[src/rtl/sra_defs.svh]
// Constants for the short reset entry arbiter: offsets, fields, reset values, timers.
// Assumes a 20 MHz system clock and a one millisecond tick derived from it.
// Function
// - Bus member: reset seen outside receive state, or without base prefix, counts as long.
// - Bus member seeing reset on a new port after debounce performs a long reset.
// - Isolated node, reset on new port inside 682 ms window: short reset.
// - Won short request in transmit: signal start, initiated and short set.
// - Bus member, known port outside receive, or new port after debounce: long, not initiated.
// - Long command, state timeout, parent loss, isolated node await expiry: initiated long reset.
// - Software command and, on a bus member, child change raise the same short request.
// - Short request only where fair request allowed, never in isochronous mode.
// - Short request beats a pending fair request.
// - Short request survives lost arbitration; fair request drops on win or loss.
// - Short request ignores the fairness enable bit.
// - Root serves cycle master first; non-root serves short request first.
// - Short request clears only on entering reset start.
// - Short request unwon for 341 ms falls back to a long reset.
// - Both software reset command bits clear on entering reset start.
// - Short command outside arbitration waits until arbitration phase is reached.
`ifndef SRA_DEFS_SVH
`define SRA_DEFS_SVH

`define SRA_CLK_HZ 20000000
`define SRA_MS_CYCLES (`SRA_CLK_HZ / 1000)
`define SRA_DEB_MS 9'd85
`define SRA_CIP_MS 9'd341
`define SRA_ABR_MS 9'd341
`define SRA_SRT_MS 9'd341

`define SRA_OFS_CTRL 4'h0
`define SRA_OFS_STATUS 4'h1
`define SRA_OFS_TIMER 4'h2

`define SRA_CTRL_LONG 0
`define SRA_CTRL_SHORT 1
`define SRA_CTRL_ARBEN 2
`define SRA_CTRL_RESET 3'h4

`endif

[src/rtl/sra_pkg.sv]
// Types shared by the short reset entry arbiter modules.
// Assumes nothing beyond a SystemVerilog tool.
package sra_pkg;
    typedef enum logic [2:0] {ARB_OTHER, ARB_IDLE, ARB_REQUEST, ARB_RECEIVE, ARB_TRANSMIT} sra_arb_t;
    typedef enum logic [1:0] {REQ_NONE, REQ_FAIR, REQ_SHORT, REQ_CYCLE} sra_req_t;
    typedef enum logic [2:0] {PATH_NONE, PATH_RCV_SHORT, PATH_ISO_SHORT, PATH_LOCAL_SHORT,
        PATH_RCV_LONG, PATH_LOCAL_LONG, PATH_SHORT_TMO} sra_path_t;
endpackage : sra_pkg

[src/rtl/sra_tick_if.sv]
// Carrier for the millisecond enable between divider and arbiter.
// Assumes both ends run on sys_clk_i.
`timescale 1ns/1ps
interface sra_tick_if;
    logic ms_tick;
    modport src (output ms_tick);
    modport dst (input ms_tick);
endinterface : sra_tick_if

[src/rtl/sra_ms_tick.sv]
// Divider giving a one-cycle enable every millisecond.
// Assumes a single system clock and synchronous reset.
`timescale 1ns/1ps
`include "sra_defs.svh"
module sra_ms_tick #(
    parameter int MS_CYCLES = `SRA_MS_CYCLES
) (
    input wire logic sys_clk_i,
    input wire logic sys_rst_i,
    sra_tick_if.src tick
);
    typedef struct packed {
        logic [31:0] cnt;
        logic pulse;
    } sra_div_t;
    sra_div_t s;
    sra_div_t next_s;

    // Count down; pulse on wrap
    always_comb begin
        next_s = s;
        next_s.pulse = 1'b0;
        if (s.cnt == 32'h0000_0000) begin
            next_s.cnt = 32'(MS_CYCLES - 1);
            next_s.pulse = 1'b1;
        end else begin
            next_s.cnt = s.cnt - 32'h0000_0001;
        end
    end

    always_ff @(posedge sys_clk_i) begin
        if (sys_rst_i) begin
            s <= '0;
        end else begin
            s <= next_s;
        end
    end

    assign tick.ms_tick = s.pulse;
endmodule : sra_ms_tick

[src/rtl/sra_sync.sv]
// Two-flop synchroniser for pin-level inputs, one stage pair per bit.
// Assumes inputs are slow levels from outside the clock domain.
`timescale 1ns/1ps
module sra_sync #(
    parameter int W = 5
) (
    input wire logic sys_clk_i,
    input wire logic sys_rst_i,
    input wire logic [W-1:0] raw_i,
    output logic [W-1:0] sync_o
);
    typedef struct packed {
        logic [W-1:0] meta;
        logic [W-1:0] stable;
    } sra_sy_t;
    sra_sy_t s;
    sra_sy_t next_s;

    // First stage feeds only the second
    always_comb begin
        next_s.meta = raw_i;
        next_s.stable = s.meta;
    end

    always_ff @(posedge sys_clk_i) begin
        if (sys_rst_i) begin
            s <= '0;
        end else begin
            s <= next_s;
        end
    end

    genvar i;
    for (i = 0; i < W; i++) begin : g_bit
        assign sync_o[i] = s.stable[i];
    end
endmodule : sra_sync

[src/rtl/sra_arbiter.sv]
// Reset-start entry classifier and short reset request arbiter, with AHB-Lite registers.
// Assumes the arbitration state machine supplies its state and win/loss pulses on sys_clk_i,
// and that port detectors and connect status arrive asynchronously from the cable side.
`timescale 1ns/1ps
`include "sra_defs.svh"
module sra_arbiter #(
    parameter int MS_CYCLES = `SRA_MS_CYCLES
) (
    input wire logic sys_clk_i,
    input wire logic sys_rst_i,
    // AHB-Lite slave
    input wire logic hsel_i,
    input wire logic [31:0] haddr_i,
    input wire logic [1:0] htrans_i,
    input wire logic hwrite_i,
    input wire logic [2:0] hsize_i,
    input wire logic [31:0] hwdata_i,
    input wire logic hready_i,
    output logic hreadyout_o,
    output logic hresp_o,
    output logic [31:0] hrdata_o,
    // Cable side, asynchronous
    input wire logic reset_seen_on_known_port_i,
    input wire logic reset_seen_on_new_port_i,
    input wire logic new_port_connect_i,
    input wire logic child_link_change_flag_i,
    input wire logic parent_disconnect_i,
    // Arbitration machine, same clock
    input wire logic bus_member_node_i,
    input sra_pkg::sra_arb_t arb_state_i,
    input wire logic base_prefix_i,
    input wire logic arb_state_timeout_i,
    input wire logic fair_window_i,
    input wire logic isoch_mode_i,
    input wire logic fair_req_i,
    input wire logic cycle_master_req_i,
    input wire logic is_root_i,
    input wire logic arb_won_i,
    input wire logic arb_lost_i,
    // Toward the link and arbitration machine
    output logic phy_state_indication_o,
    output logic initiated_reset_o,
    output logic go_short_o,
    output logic bus_request_o,
    output sra_pkg::sra_req_t request_kind_o
);
    typedef struct packed {
        logic sw_long;
        logic sw_short;
        logic arb_en;
        logic short_pend;
        logic short_won;
        logic fair_pend;
        logic [8:0] short_ms;
        logic [8:0] db_ms;
        logic db_done;
        logic [8:0] cip_ms;
        logic [8:0] abr_ms;
        logic [4:0] prev;
        logic start;
        logic initiated;
        logic go_short;
        sra_pkg::sra_path_t entry;
        sra_pkg::sra_req_t grant;
        logic dph_wr;
        logic [3:0] dph_idx;
        logic [31:0] rdata;
    } sra_state_t;

    sra_state_t s;
    sra_state_t next_s;
    logic [4:0] pins;
    logic known_rst;
    logic new_rst;
    logic new_conn;
    logic child_chg;
    logic parent_loss;
    logic ms_tick;
    logic addr_ok;
    logic wr_ctrl;
    logic allowed;
    logic sh_cand;
    logic window;
    logic abr_expire;
    logic short_tmo;

    sra_tick_if tick_bus ();

    sra_ms_tick #(.MS_CYCLES(MS_CYCLES)) u_tick (
        .sys_clk_i(sys_clk_i),
        .sys_rst_i(sys_rst_i),
        .tick(tick_bus.src)
    );

    sra_sync #(.W(5)) u_sync (
        .sys_clk_i(sys_clk_i),
        .sys_rst_i(sys_rst_i),
        .raw_i({parent_disconnect_i, child_link_change_flag_i, new_port_connect_i,
                reset_seen_on_new_port_i, reset_seen_on_known_port_i}),
        .sync_o(pins)
    );

    // Edges of synchronised levels; detectors may hold a level for a long time
    assign ms_tick = tick_bus.ms_tick;
    assign known_rst = pins[0] & ~s.prev[0];
    assign new_rst = pins[1] & ~s.prev[1];
    assign new_conn = pins[2] & ~s.prev[2];
    assign child_chg = pins[3] & ~s.prev[3];
    assign parent_loss = pins[4] & ~s.prev[4];

    // Bus decode: word aligned, zero wait state
    assign addr_ok = hsel_i & htrans_i[1] & hready_i;
    assign wr_ctrl = s.dph_wr & (s.dph_idx == `SRA_OFS_CTRL);
    assign allowed = fair_window_i & ~isoch_mode_i;
    assign sh_cand = s.short_pend & allowed & ~s.short_won;
    assign window = (s.cip_ms != 9'h000) | (s.abr_ms != 9'h000);
    assign abr_expire = ms_tick & (s.abr_ms == 9'h001);
    assign short_tmo = s.short_pend & (s.short_ms == `SRA_SRT_MS);

    always_comb begin
        next_s = s;
        next_s.prev = pins;
        next_s.start = 1'b0;
        next_s.rdata = 32'h0000_0000;
        next_s.dph_wr = addr_ok & hwrite_i;
        next_s.dph_idx = haddr_i[5:2];

        // Register read data staged in the address phase
        if (addr_ok & ~hwrite_i) begin
            case (haddr_i[5:2])
                `SRA_OFS_CTRL: next_s.rdata = {29'h0000_0000, s.arb_en, s.sw_short, s.sw_long};
                `SRA_OFS_STATUS: next_s.rdata = {23'h00_0000, s.db_done, window, s.entry,
                    s.fair_pend, s.short_pend, s.go_short, s.initiated};
                `SRA_OFS_TIMER: next_s.rdata = {23'h00_0000, s.short_ms};
                default: next_s.rdata = 32'h0000_0000;
            endcase
        end

        // New connection timers: debounce alongside connect wait followed by await reset
        if (new_conn) begin
            next_s.db_ms = `SRA_DEB_MS;
            next_s.db_done = 1'b0;
            next_s.cip_ms = `SRA_CIP_MS;
            next_s.abr_ms = 9'h000;
        end else if (ms_tick) begin
            if (s.db_ms != 9'h000) begin
                next_s.db_ms = s.db_ms - 9'h001;
                next_s.db_done = (s.db_ms == 9'h001);
            end
            if (s.cip_ms != 9'h000) begin
                next_s.cip_ms = s.cip_ms - 9'h001;
                if (s.cip_ms == 9'h001) begin
                    next_s.abr_ms = `SRA_ABR_MS;
                end
            end else if (s.abr_ms != 9'h000) begin
                next_s.abr_ms = s.abr_ms - 9'h001;
            end
        end

        // age of the pending short request
        if (s.short_pend & ms_tick & (s.short_ms != `SRA_SRT_MS)) begin
            next_s.short_ms = s.short_ms + 9'h001;
        end

        // fair request dropped on win or loss, new request wins
        if (arb_won_i | arb_lost_i) begin
            next_s.fair_pend = 1'b0;
        end
        if (fair_req_i) begin
            next_s.fair_pend = 1'b1;
        end

        // only a win ends the short request's contention
        if (arb_won_i & (s.grant == sra_pkg::REQ_SHORT)) begin
            next_s.short_won = 1'b1;
        end

        // Request selection, registered toward the arbitration machine
        next_s.grant = sra_pkg::REQ_NONE;
        if (is_root_i & cycle_master_req_i) begin
            // root lets a cycle start go first
            next_s.grant = sra_pkg::REQ_CYCLE;
        end else if (sh_cand) begin
            // short ahead of fair, no enable bit
            next_s.grant = sra_pkg::REQ_SHORT;
        end else if (cycle_master_req_i) begin
            next_s.grant = sra_pkg::REQ_CYCLE;
        end else if (s.fair_pend & s.arb_en & allowed) begin
            next_s.grant = sra_pkg::REQ_FAIR;
        end

        // Entry to reset start; local long causes outrank received signals
        // locally initiated long reset
        if (s.sw_long | arb_state_timeout_i | parent_loss | (~bus_member_node_i & abr_expire)) begin
            next_s.start = 1'b1;
            next_s.initiated = 1'b1;
            next_s.go_short = 1'b0;
            next_s.entry = sra_pkg::PATH_LOCAL_LONG;
        end else if (short_tmo) begin
            next_s.start = 1'b1;
            next_s.initiated = 1'b1;
            next_s.go_short = 1'b0;
            next_s.entry = sra_pkg::PATH_SHORT_TMO;
        end else if (~bus_member_node_i & new_rst & window) begin
            // isolated node follows the neighbour's short reset
            next_s.start = 1'b1;
            next_s.initiated = 1'b0;
            next_s.go_short = 1'b1;
            next_s.entry = sra_pkg::PATH_ISO_SHORT;
        end else if (bus_member_node_i & known_rst & (arb_state_i == sra_pkg::ARB_RECEIVE) & base_prefix_i
                & ~(new_rst & s.db_done)) begin
            // short reset from an arbitrating neighbour, unless a new port saw one too
            next_s.start = 1'b1;
            next_s.initiated = 1'b0;
            next_s.go_short = 1'b1;
            next_s.entry = sra_pkg::PATH_RCV_SHORT;
        end else if (bus_member_node_i & (known_rst | (new_rst & s.db_done))) begin
            next_s.start = 1'b1;
            next_s.initiated = 1'b0;
            next_s.go_short = 1'b0;
            next_s.entry = sra_pkg::PATH_RCV_LONG;
        end else if (s.short_won & (arb_state_i == sra_pkg::ARB_TRANSMIT)) begin
            // won arbitration, now transmitting the short reset
            next_s.start = 1'b1;
            next_s.initiated = 1'b1;
            next_s.go_short = 1'b1;
            next_s.entry = sra_pkg::PATH_LOCAL_SHORT;
        end

        // entering reset start clears the short request and commands; fair request kept
        if (next_s.start) begin
            next_s.short_pend = 1'b0;
            next_s.short_won = 1'b0;
            next_s.short_ms = 9'h000;
            next_s.sw_long = 1'b0;
            next_s.sw_short = 1'b0;
        end

        // a reset ends the await, so no stray long reset follows; a fresh connect restarts it
        if (next_s.start & ~new_conn) begin
            next_s.cip_ms = 9'h000;
            next_s.abr_ms = 9'h000;
        end

        // command and, on a bus member, child change raise one request; a set beats the clear
        if (bus_member_node_i & child_chg) begin
            next_s.short_pend = 1'b1;
        end
        if (wr_ctrl) begin
            next_s.arb_en = hwdata_i[`SRA_CTRL_ARBEN];
            if (hwdata_i[`SRA_CTRL_LONG]) begin
                next_s.sw_long = 1'b1;
            end
            if (hwdata_i[`SRA_CTRL_SHORT]) begin
                next_s.sw_short = 1'b1;
                next_s.short_pend = 1'b1;
            end
        end
    end

    // Single state register
    always_ff @(posedge sys_clk_i) begin
        if (sys_rst_i) begin
            s <= '0;
            s.arb_en <= 1'b1;
        end else begin
            s <= next_s;
        end
    end

    // Outputs straight from state; bus never stalls or errors
    assign hreadyout_o = 1'b1;
    assign hresp_o = 1'b0;
    assign hrdata_o = s.rdata;
    assign phy_state_indication_o = s.start;
    assign initiated_reset_o = s.initiated;
    assign go_short_o = s.go_short;
    assign bus_request_o = (s.grant != sra_pkg::REQ_NONE);
    assign request_kind_o = s.grant;

    // Checks next to the logic
    a_short_clear_only: assert property (@(posedge sys_clk_i) disable iff (sys_rst_i)
        $fell(s.short_pend) |-> s.start)
        else $error("short request cleared outside reset start");
    a_recv_short: assert property (@(posedge sys_clk_i) disable iff (sys_rst_i)
        s.start && s.entry == sra_pkg::PATH_RCV_SHORT |-> $past(arb_state_i) == sra_pkg::ARB_RECEIVE
        && go_short_o && !initiated_reset_o)
        else $error("received short reset outside receive state");
    a_recv_long: assert property (@(posedge sys_clk_i) disable iff (sys_rst_i)
        s.start && s.entry == sra_pkg::PATH_RCV_LONG |-> !initiated_reset_o && !go_short_o)
        else $error("received long reset has wrong flags");
    a_new_port_long: assert property (@(posedge sys_clk_i) disable iff (sys_rst_i)
        $past(bus_member_node_i && new_rst && s.db_done && !s.sw_long && !short_tmo && !parent_loss
        && !arb_state_timeout_i) |-> s.start && !go_short_o)
        else $error("new port reset on bus member not long");
    a_iso_short: assert property (@(posedge sys_clk_i) disable iff (sys_rst_i)
        s.start && s.entry == sra_pkg::PATH_ISO_SHORT |-> go_short_o && !initiated_reset_o
        && !$past(bus_member_node_i))
        else $error("isolated node short reset wrong");
    a_local_short: assert property (@(posedge sys_clk_i) disable iff (sys_rst_i)
        s.start && s.entry == sra_pkg::PATH_LOCAL_SHORT |-> initiated_reset_o && go_short_o
        && $past(arb_state_i) == sra_pkg::ARB_TRANSMIT)
        else $error("local short reset wrong");
    a_local_long: assert property (@(posedge sys_clk_i) disable iff (sys_rst_i)
        $past(arb_state_timeout_i) |-> s.start && initiated_reset_o && !go_short_o)
        else $error("state timeout did not force long reset");
    a_cmd_autoclr: assert property (@(posedge sys_clk_i) disable iff (sys_rst_i)
        s.start && !$past(wr_ctrl) |-> !s.sw_long && !s.sw_short)
        else $error("command bits survived reset start");
    a_short_over_fair: assert property (@(posedge sys_clk_i) disable iff (sys_rst_i)
        request_kind_o == sra_pkg::REQ_FAIR |-> !$past(sh_cand))
        else $error("fair served before short");
    a_no_isoch_req: assert property (@(posedge sys_clk_i) disable iff (sys_rst_i)
        request_kind_o == sra_pkg::REQ_SHORT |-> $past(fair_window_i && !isoch_mode_i))
        else $error("short request outside fair window");
    a_root_cycle: assert property (@(posedge sys_clk_i) disable iff (sys_rst_i)
        $past(is_root_i && cycle_master_req_i) |-> request_kind_o == sra_pkg::REQ_CYCLE)
        else $error("root did not serve cycle master first");
    a_fair_drop: assert property (@(posedge sys_clk_i) disable iff (sys_rst_i)
        $past(arb_lost_i && !fair_req_i) |-> !s.fair_pend)
        else $error("fair request survived loss");
    a_short_tmo: assert property (@(posedge sys_clk_i) disable iff (sys_rst_i)
        s.short_ms == `SRA_SRT_MS && s.short_pend |=> s.start && !go_short_o)
        else $error("short timeout did not force long reset");
    a_outside_rcv_long: assert property (@(posedge sys_clk_i) disable iff (sys_rst_i)
        $past(bus_member_node_i && known_rst && arb_state_i != sra_pkg::ARB_RECEIVE) |-> s.start && !go_short_o)
        else $error("reset outside receive state not long");
    a_iso_expire_long: assert property (@(posedge sys_clk_i) disable iff (sys_rst_i)
        $past(!bus_member_node_i && abr_expire) |-> s.start && initiated_reset_o && !go_short_o)
        else $error("isolated node await expiry did not force long reset");

    c_local_short: cover property (@(posedge sys_clk_i) disable iff (sys_rst_i)
        s.start && s.entry == sra_pkg::PATH_LOCAL_SHORT);
    c_recv_short: cover property (@(posedge sys_clk_i) disable iff (sys_rst_i)
        s.start && s.entry == sra_pkg::PATH_RCV_SHORT);
    c_lost_then_won: cover property (@(posedge sys_clk_i) disable iff (sys_rst_i)
        s.short_pend && arb_lost_i ##[1:50] s.short_pend && arb_won_i);
    c_iso_short: cover property (@(posedge sys_clk_i) disable iff (sys_rst_i)
        s.start && s.entry == sra_pkg::PATH_ISO_SHORT);
    c_iso_expire: cover property (@(posedge sys_clk_i) disable iff (sys_rst_i)
        s.start && s.entry == sra_pkg::PATH_LOCAL_LONG && !bus_member_node_i);
endmodule : sra_arbiter

[config.mk]
export PLATFORM = sky130hd
export DESIGN_NAME = sra_arbiter
export DESIGN_NICKNAME = d
export VERILOG_FILES = /design/src/rtl/sra_pkg.sv /design/src/rtl/sra_tick_if.sv /design/src/rtl/sra_ms_tick.sv /design/src/rtl/sra_sync.sv /design/src/rtl/sra_arbiter.sv
export VERILOG_INCLUDE_DIRS = /design/src /design/src/rtl
export SDC_FILE = /design/constraint.sdc
export NUM_CORES = 1
export LEC_CHECK = 0
export CAP_MARGIN = 20
export CORE_MARGIN = 3
export CORE_UTILIZATION = 57
export CTS_CLUSTER_SIZE = 28
export DETAILED_ROUTE_END_ITERATION = 7
export DONT_BUFFER_PORTS = 1
export GPL_TIMING_DRIVEN = 0
export PLACE_DENSITY = 0.75
export SYNTH_ARGS = -nofsm -noshare
export SYNTH_HDL_FRONTEND = slang
export SYNTH_HIERARCHICAL = 1
export SYNTH_SLANG_ARGS = --single-unit
[constraint.sdc]
create_clock -name sys_clk_i -period 2.5 [get_ports sys_clk_i]
set_input_delay 0.25 -clock sys_clk_i [delete_from_list [all_inputs] [get_ports sys_clk_i]]
set_output_delay 0.25 -clock sys_clk_i [all_outputs]
set_load 0.02 [all_outputs]
==> impl_metrics.json <==
{
  "crit_type": "flip-flop to flip-flop",
  "slew_viol_final": 0,
  "avgSynthCellArea_sq_um": 9.048,
  "grt_max_degree": 17,
  "reg2reg_setup_slack_ns": 0.02,
  "numPortBuffers": 0,
  "numCtsBuffers": 17,
  "max-vdd-ir-drop_mv": 0.9699,
  "worstSkewPairLatency_ns": 0.52,
  "grtUsageTotal_pct": 23.95,
  "cts_root_buf": "clkbuf_8",
  "grt.busiest_layer": "met2",
  "seq_area_frac_synth_pct": 43.18,
  "cts_sinks": 113,
  "layout_setup_ws_ns": 0.01694,
  "die_h_um": 101.9,
  "synthArstFlopShare_pct": 0,
  "hold_path_class": "input port to flip-flop",
  "ant_nets": 0,
  "ys.flop_type": "dfxtp_1",
  "status": "finished, violations left",
  "setup-violations-final": 0,
  "fillers": 617,
  "syn2layout_area_growth_pct": 21.71,
  "ys_ff_latch": 113,
  "total_power_w": 0.006860,
  "drv_cap": 0,
  "drive_gt1_share_pct": 16.31,
  "fin_nets": 752,
  "min_period_over_period_pct": 99.32,
  "critPathMaxFanout": 5,
  "use_met1_pct": 28.99,
  "wl_per_cell_um": 15.91,
  "use_met2_pct": 40.44,
  "multi_input_area_sq_mm": 0.002654,
  "finalHoldViolCount": 1,
  "tightestPinTransition_ns": 0.8232,
  "vias_per_cell": 5.684,
  "slew_headroom_pct": 44.98,
  "gp_congestion": 0.8109,
  "grt_use_met3_pct": 6.280,
  "violations": "hold timing",
  "drc": 0,
  "first_iter_violations": 204,
  "place_inst": 710,
  "r2r-start": "u_tick/s[7]$_SDFF_PP0_",
  "fmax_mhz": 402.7,
  "chipWidth_um": 101.9,
  "p_leak_nw": 2.516,
  "pin_count": 132,
  "ys_warn_count": 6,
  "drt_first_pass_iters": 5,
  "final_cells": 770,
  "syn_area_sq_mm": 0.005239,
  "postSynthCellCount": 579,
  "placed_area_sq_mm": 0.005466,
  "crit_path_end_kind": "flip-flop",
  "critPathLaunch": "u_tick/s[7]$_SDFF_PP0_",
  "wl_um": 12250,
  "start_util_pct": 59.49,
  "start_kind": "flip-flop",
  "grt_pass1_vias": 4199,
  "crit_path_end": "u_tick/s[8]$_SDFF_PP0_",
  "ys_types": 63,
  "final_area_sq_mm": 0.006376,
  "seq_area_sq_mm": 0.002265,
  "p_per_area_mw_per_mm2": 1076,
  "worstPathArrival_ns": 2.86,
  "cts_tree": "built",
  "vias": 4377,
  "dp_hpwl_um": 7697,
  "required_ns": 2.88,
  "htree_levels": 4,
  "core_sq_mm": 0.008806,
  "grt_antenna_before_repair": 0,
  "grt_pass1_wl_um": 19510,
  "rows": 34,
  "grt_overflow": 0,
  "skew_ns": 0.01048,
  "min_period_ns": 2.483,
  "dieArea_sq_mm": 0.01038,
  "cts_buffer_depth": 2,
  "n_antenna_cell": 0,
  "reg2reg_depth": 7,
  "synth_edf_count": 0,
  "preCtsSetupSlack_ns": -0.1461,
  "path_clk_slew_ns": 0.06,
  "holdWs_ns": -0.008270,
  "reg2reg_to": "u_tick/s[8]$_SDFF_PP0_"
}
[worst min-delay path by stage]
stage,startpoint,endpoint,slack (ns),cells past startpoint
6_report,bus_member_node_i,s[39]$_SDFFE_PP0P_,-0.008,2
5_1_grt,bus_member_node_i,s[39]$_SDFFE_PP0P_,0.01,2
4_1_cts,bus_member_node_i,s[89]$_SDFF_PP0_,0.03,2
3_5_place_dp,sys_rst_i,u_tick/s[31]$_SDFF_PP0_,0.32,1
3_3_place_gp,sys_rst_i,u_tick/s[4]$_SDFF_PP0_,0.32,1
2_1_floorplan,sys_rst_i,u_tick/s[31]$_SDFF_PP0_,0.32,1
[worst max-delay path, cell delays in order (launching register included)]
cell      delay (ns)
dfxtp_2         0.33
or4_4           0.57
or4_4           0.45
or4b_1          0.55
clkbuf_8        0.16
nand2b_4        0.10
buf_6           0.14
a21oi_2         0.04
[where the power goes]
group          total (W)  internal (W)  switching, W  leakage [nW]
Sequential       0.00229       0.00206      0.000237         0.922
Combinational    0.00217       0.00101       0.00117          1.31
Clock            0.00239       0.00154      0.000851         0.280
Total            0.00686       0.00461       0.00225          2.52
[per-layer routing]
layer	vias to the layer above	part of all wire (%)
met3	27	5.0
li1	2126	-
met2	111	51
met5	-	0
met4	0	2.2
met1	2113	42
[cell usage in the layout (no fill, tap or decap), drive strengths merged, types with 17 or more instances in the layout]
cell	netlist	layout
inv	17	18
conb	2	25
nor2	62	62
dlygate4sd3	0	23
nand2	23	23
clkbuf	11	30
nor3	26	26
xnor2	30	30
buf	46	51
o21ai	17	17
dfxtp	113	113
xor2	20	20
a21oi	29	29
nor2b	25	25
[what timing repair did]
action / 4_1_cts / 5_1_grt
setup endpoints to repair: 22 / 24
gates resized for setup: 9 / 5
hold buffers: 23 / 0
cloned: 2 / 0
endpoints found under the hold margin: 29 / 0
buffers inserted: 3 / 1
pin swaps: 3 / 0
[stage by stage]
| step | util, % | setup TNS [ns] |
|---|---|---|
| after floorplan | - | 0 |
| after global placement | 62.08 | -2.250 |
| after detailed placement | 62.08 | -2.854 |
| after CTS | 72.11 | 0 |
| after global routing | 72.41 | -0.02861 |
| final | 72.41 | 0 |
[sequential cells by signal, indices dropped and copies added, names as in the netlist]
| name | count |
|---|---|
| initiated_reset_o | 1 |
| go_short_o | 1 |
| u_sync/next_s | 5 |
| u_sync/sync_o | 5 |
| u_tick/tick.ms_tick | 1 |
| u_tick/s | 32 |
| request_kind_o | 2 |
| hrdata_o | 9 |
| phy_state_indication_o | 1 |
| s | 56 |
[cells by family after synthesis]
family	Yosys count	synth area share [%]
compound gates	81	9.721
xor+xnor	50	8.359
fa+ha+maj	11	2.627
buf+inv	74	8.383
flops	113	43.18
mux	3	0.6448
other cells	2	0.1434
simple gates	245	26.94
[Yosys cell counts, types with 4 or more instances]
library cell	n	area, sq um
a211oi_1	4	30.03
nor2b_1	25	156.4
or4_4	4	45.04
a21oi_1	28	140.1
clkbuf_1	11	41.29
nor4bb_1	4	40.04
nand2b_1	8	50.05
a22oi_1	9	67.56
dfxtp_1	113	2262
buf_1	4	15.01
nor2_1	62	232.7
nand4_1	14	87.58
nand2_1	23	86.33
ha_1	11	137.6
nand3_1	6	30.03
o21ai_0	16	80.08
or4_1	11	82.58
nor4_1	15	93.84
xnor2_1	30	262.8
buf_4	36	270.3
or3_1	10	62.56
or2_2	5	31.28
nor3_1	24	120.1
xor2_1	20	175.2
and3_1	6	37.54
a31oi_1	4	25.02
inv_1	17	63.81
[final cells by class]
class | count | area share [%]
clock buffers | 19 | 6.770
plain buffers | 56 | 6.064
clock inverters | 13 | 2.531
inverters | 17 | 1.001
multi-input cells | 415 | 41.62
repair buffers | 29 | 4.376
well taps | 108 | 2.119
flip-flops and latches | 113 | 35.52
No activity file was read; power rests on OpenSTA's default activity.
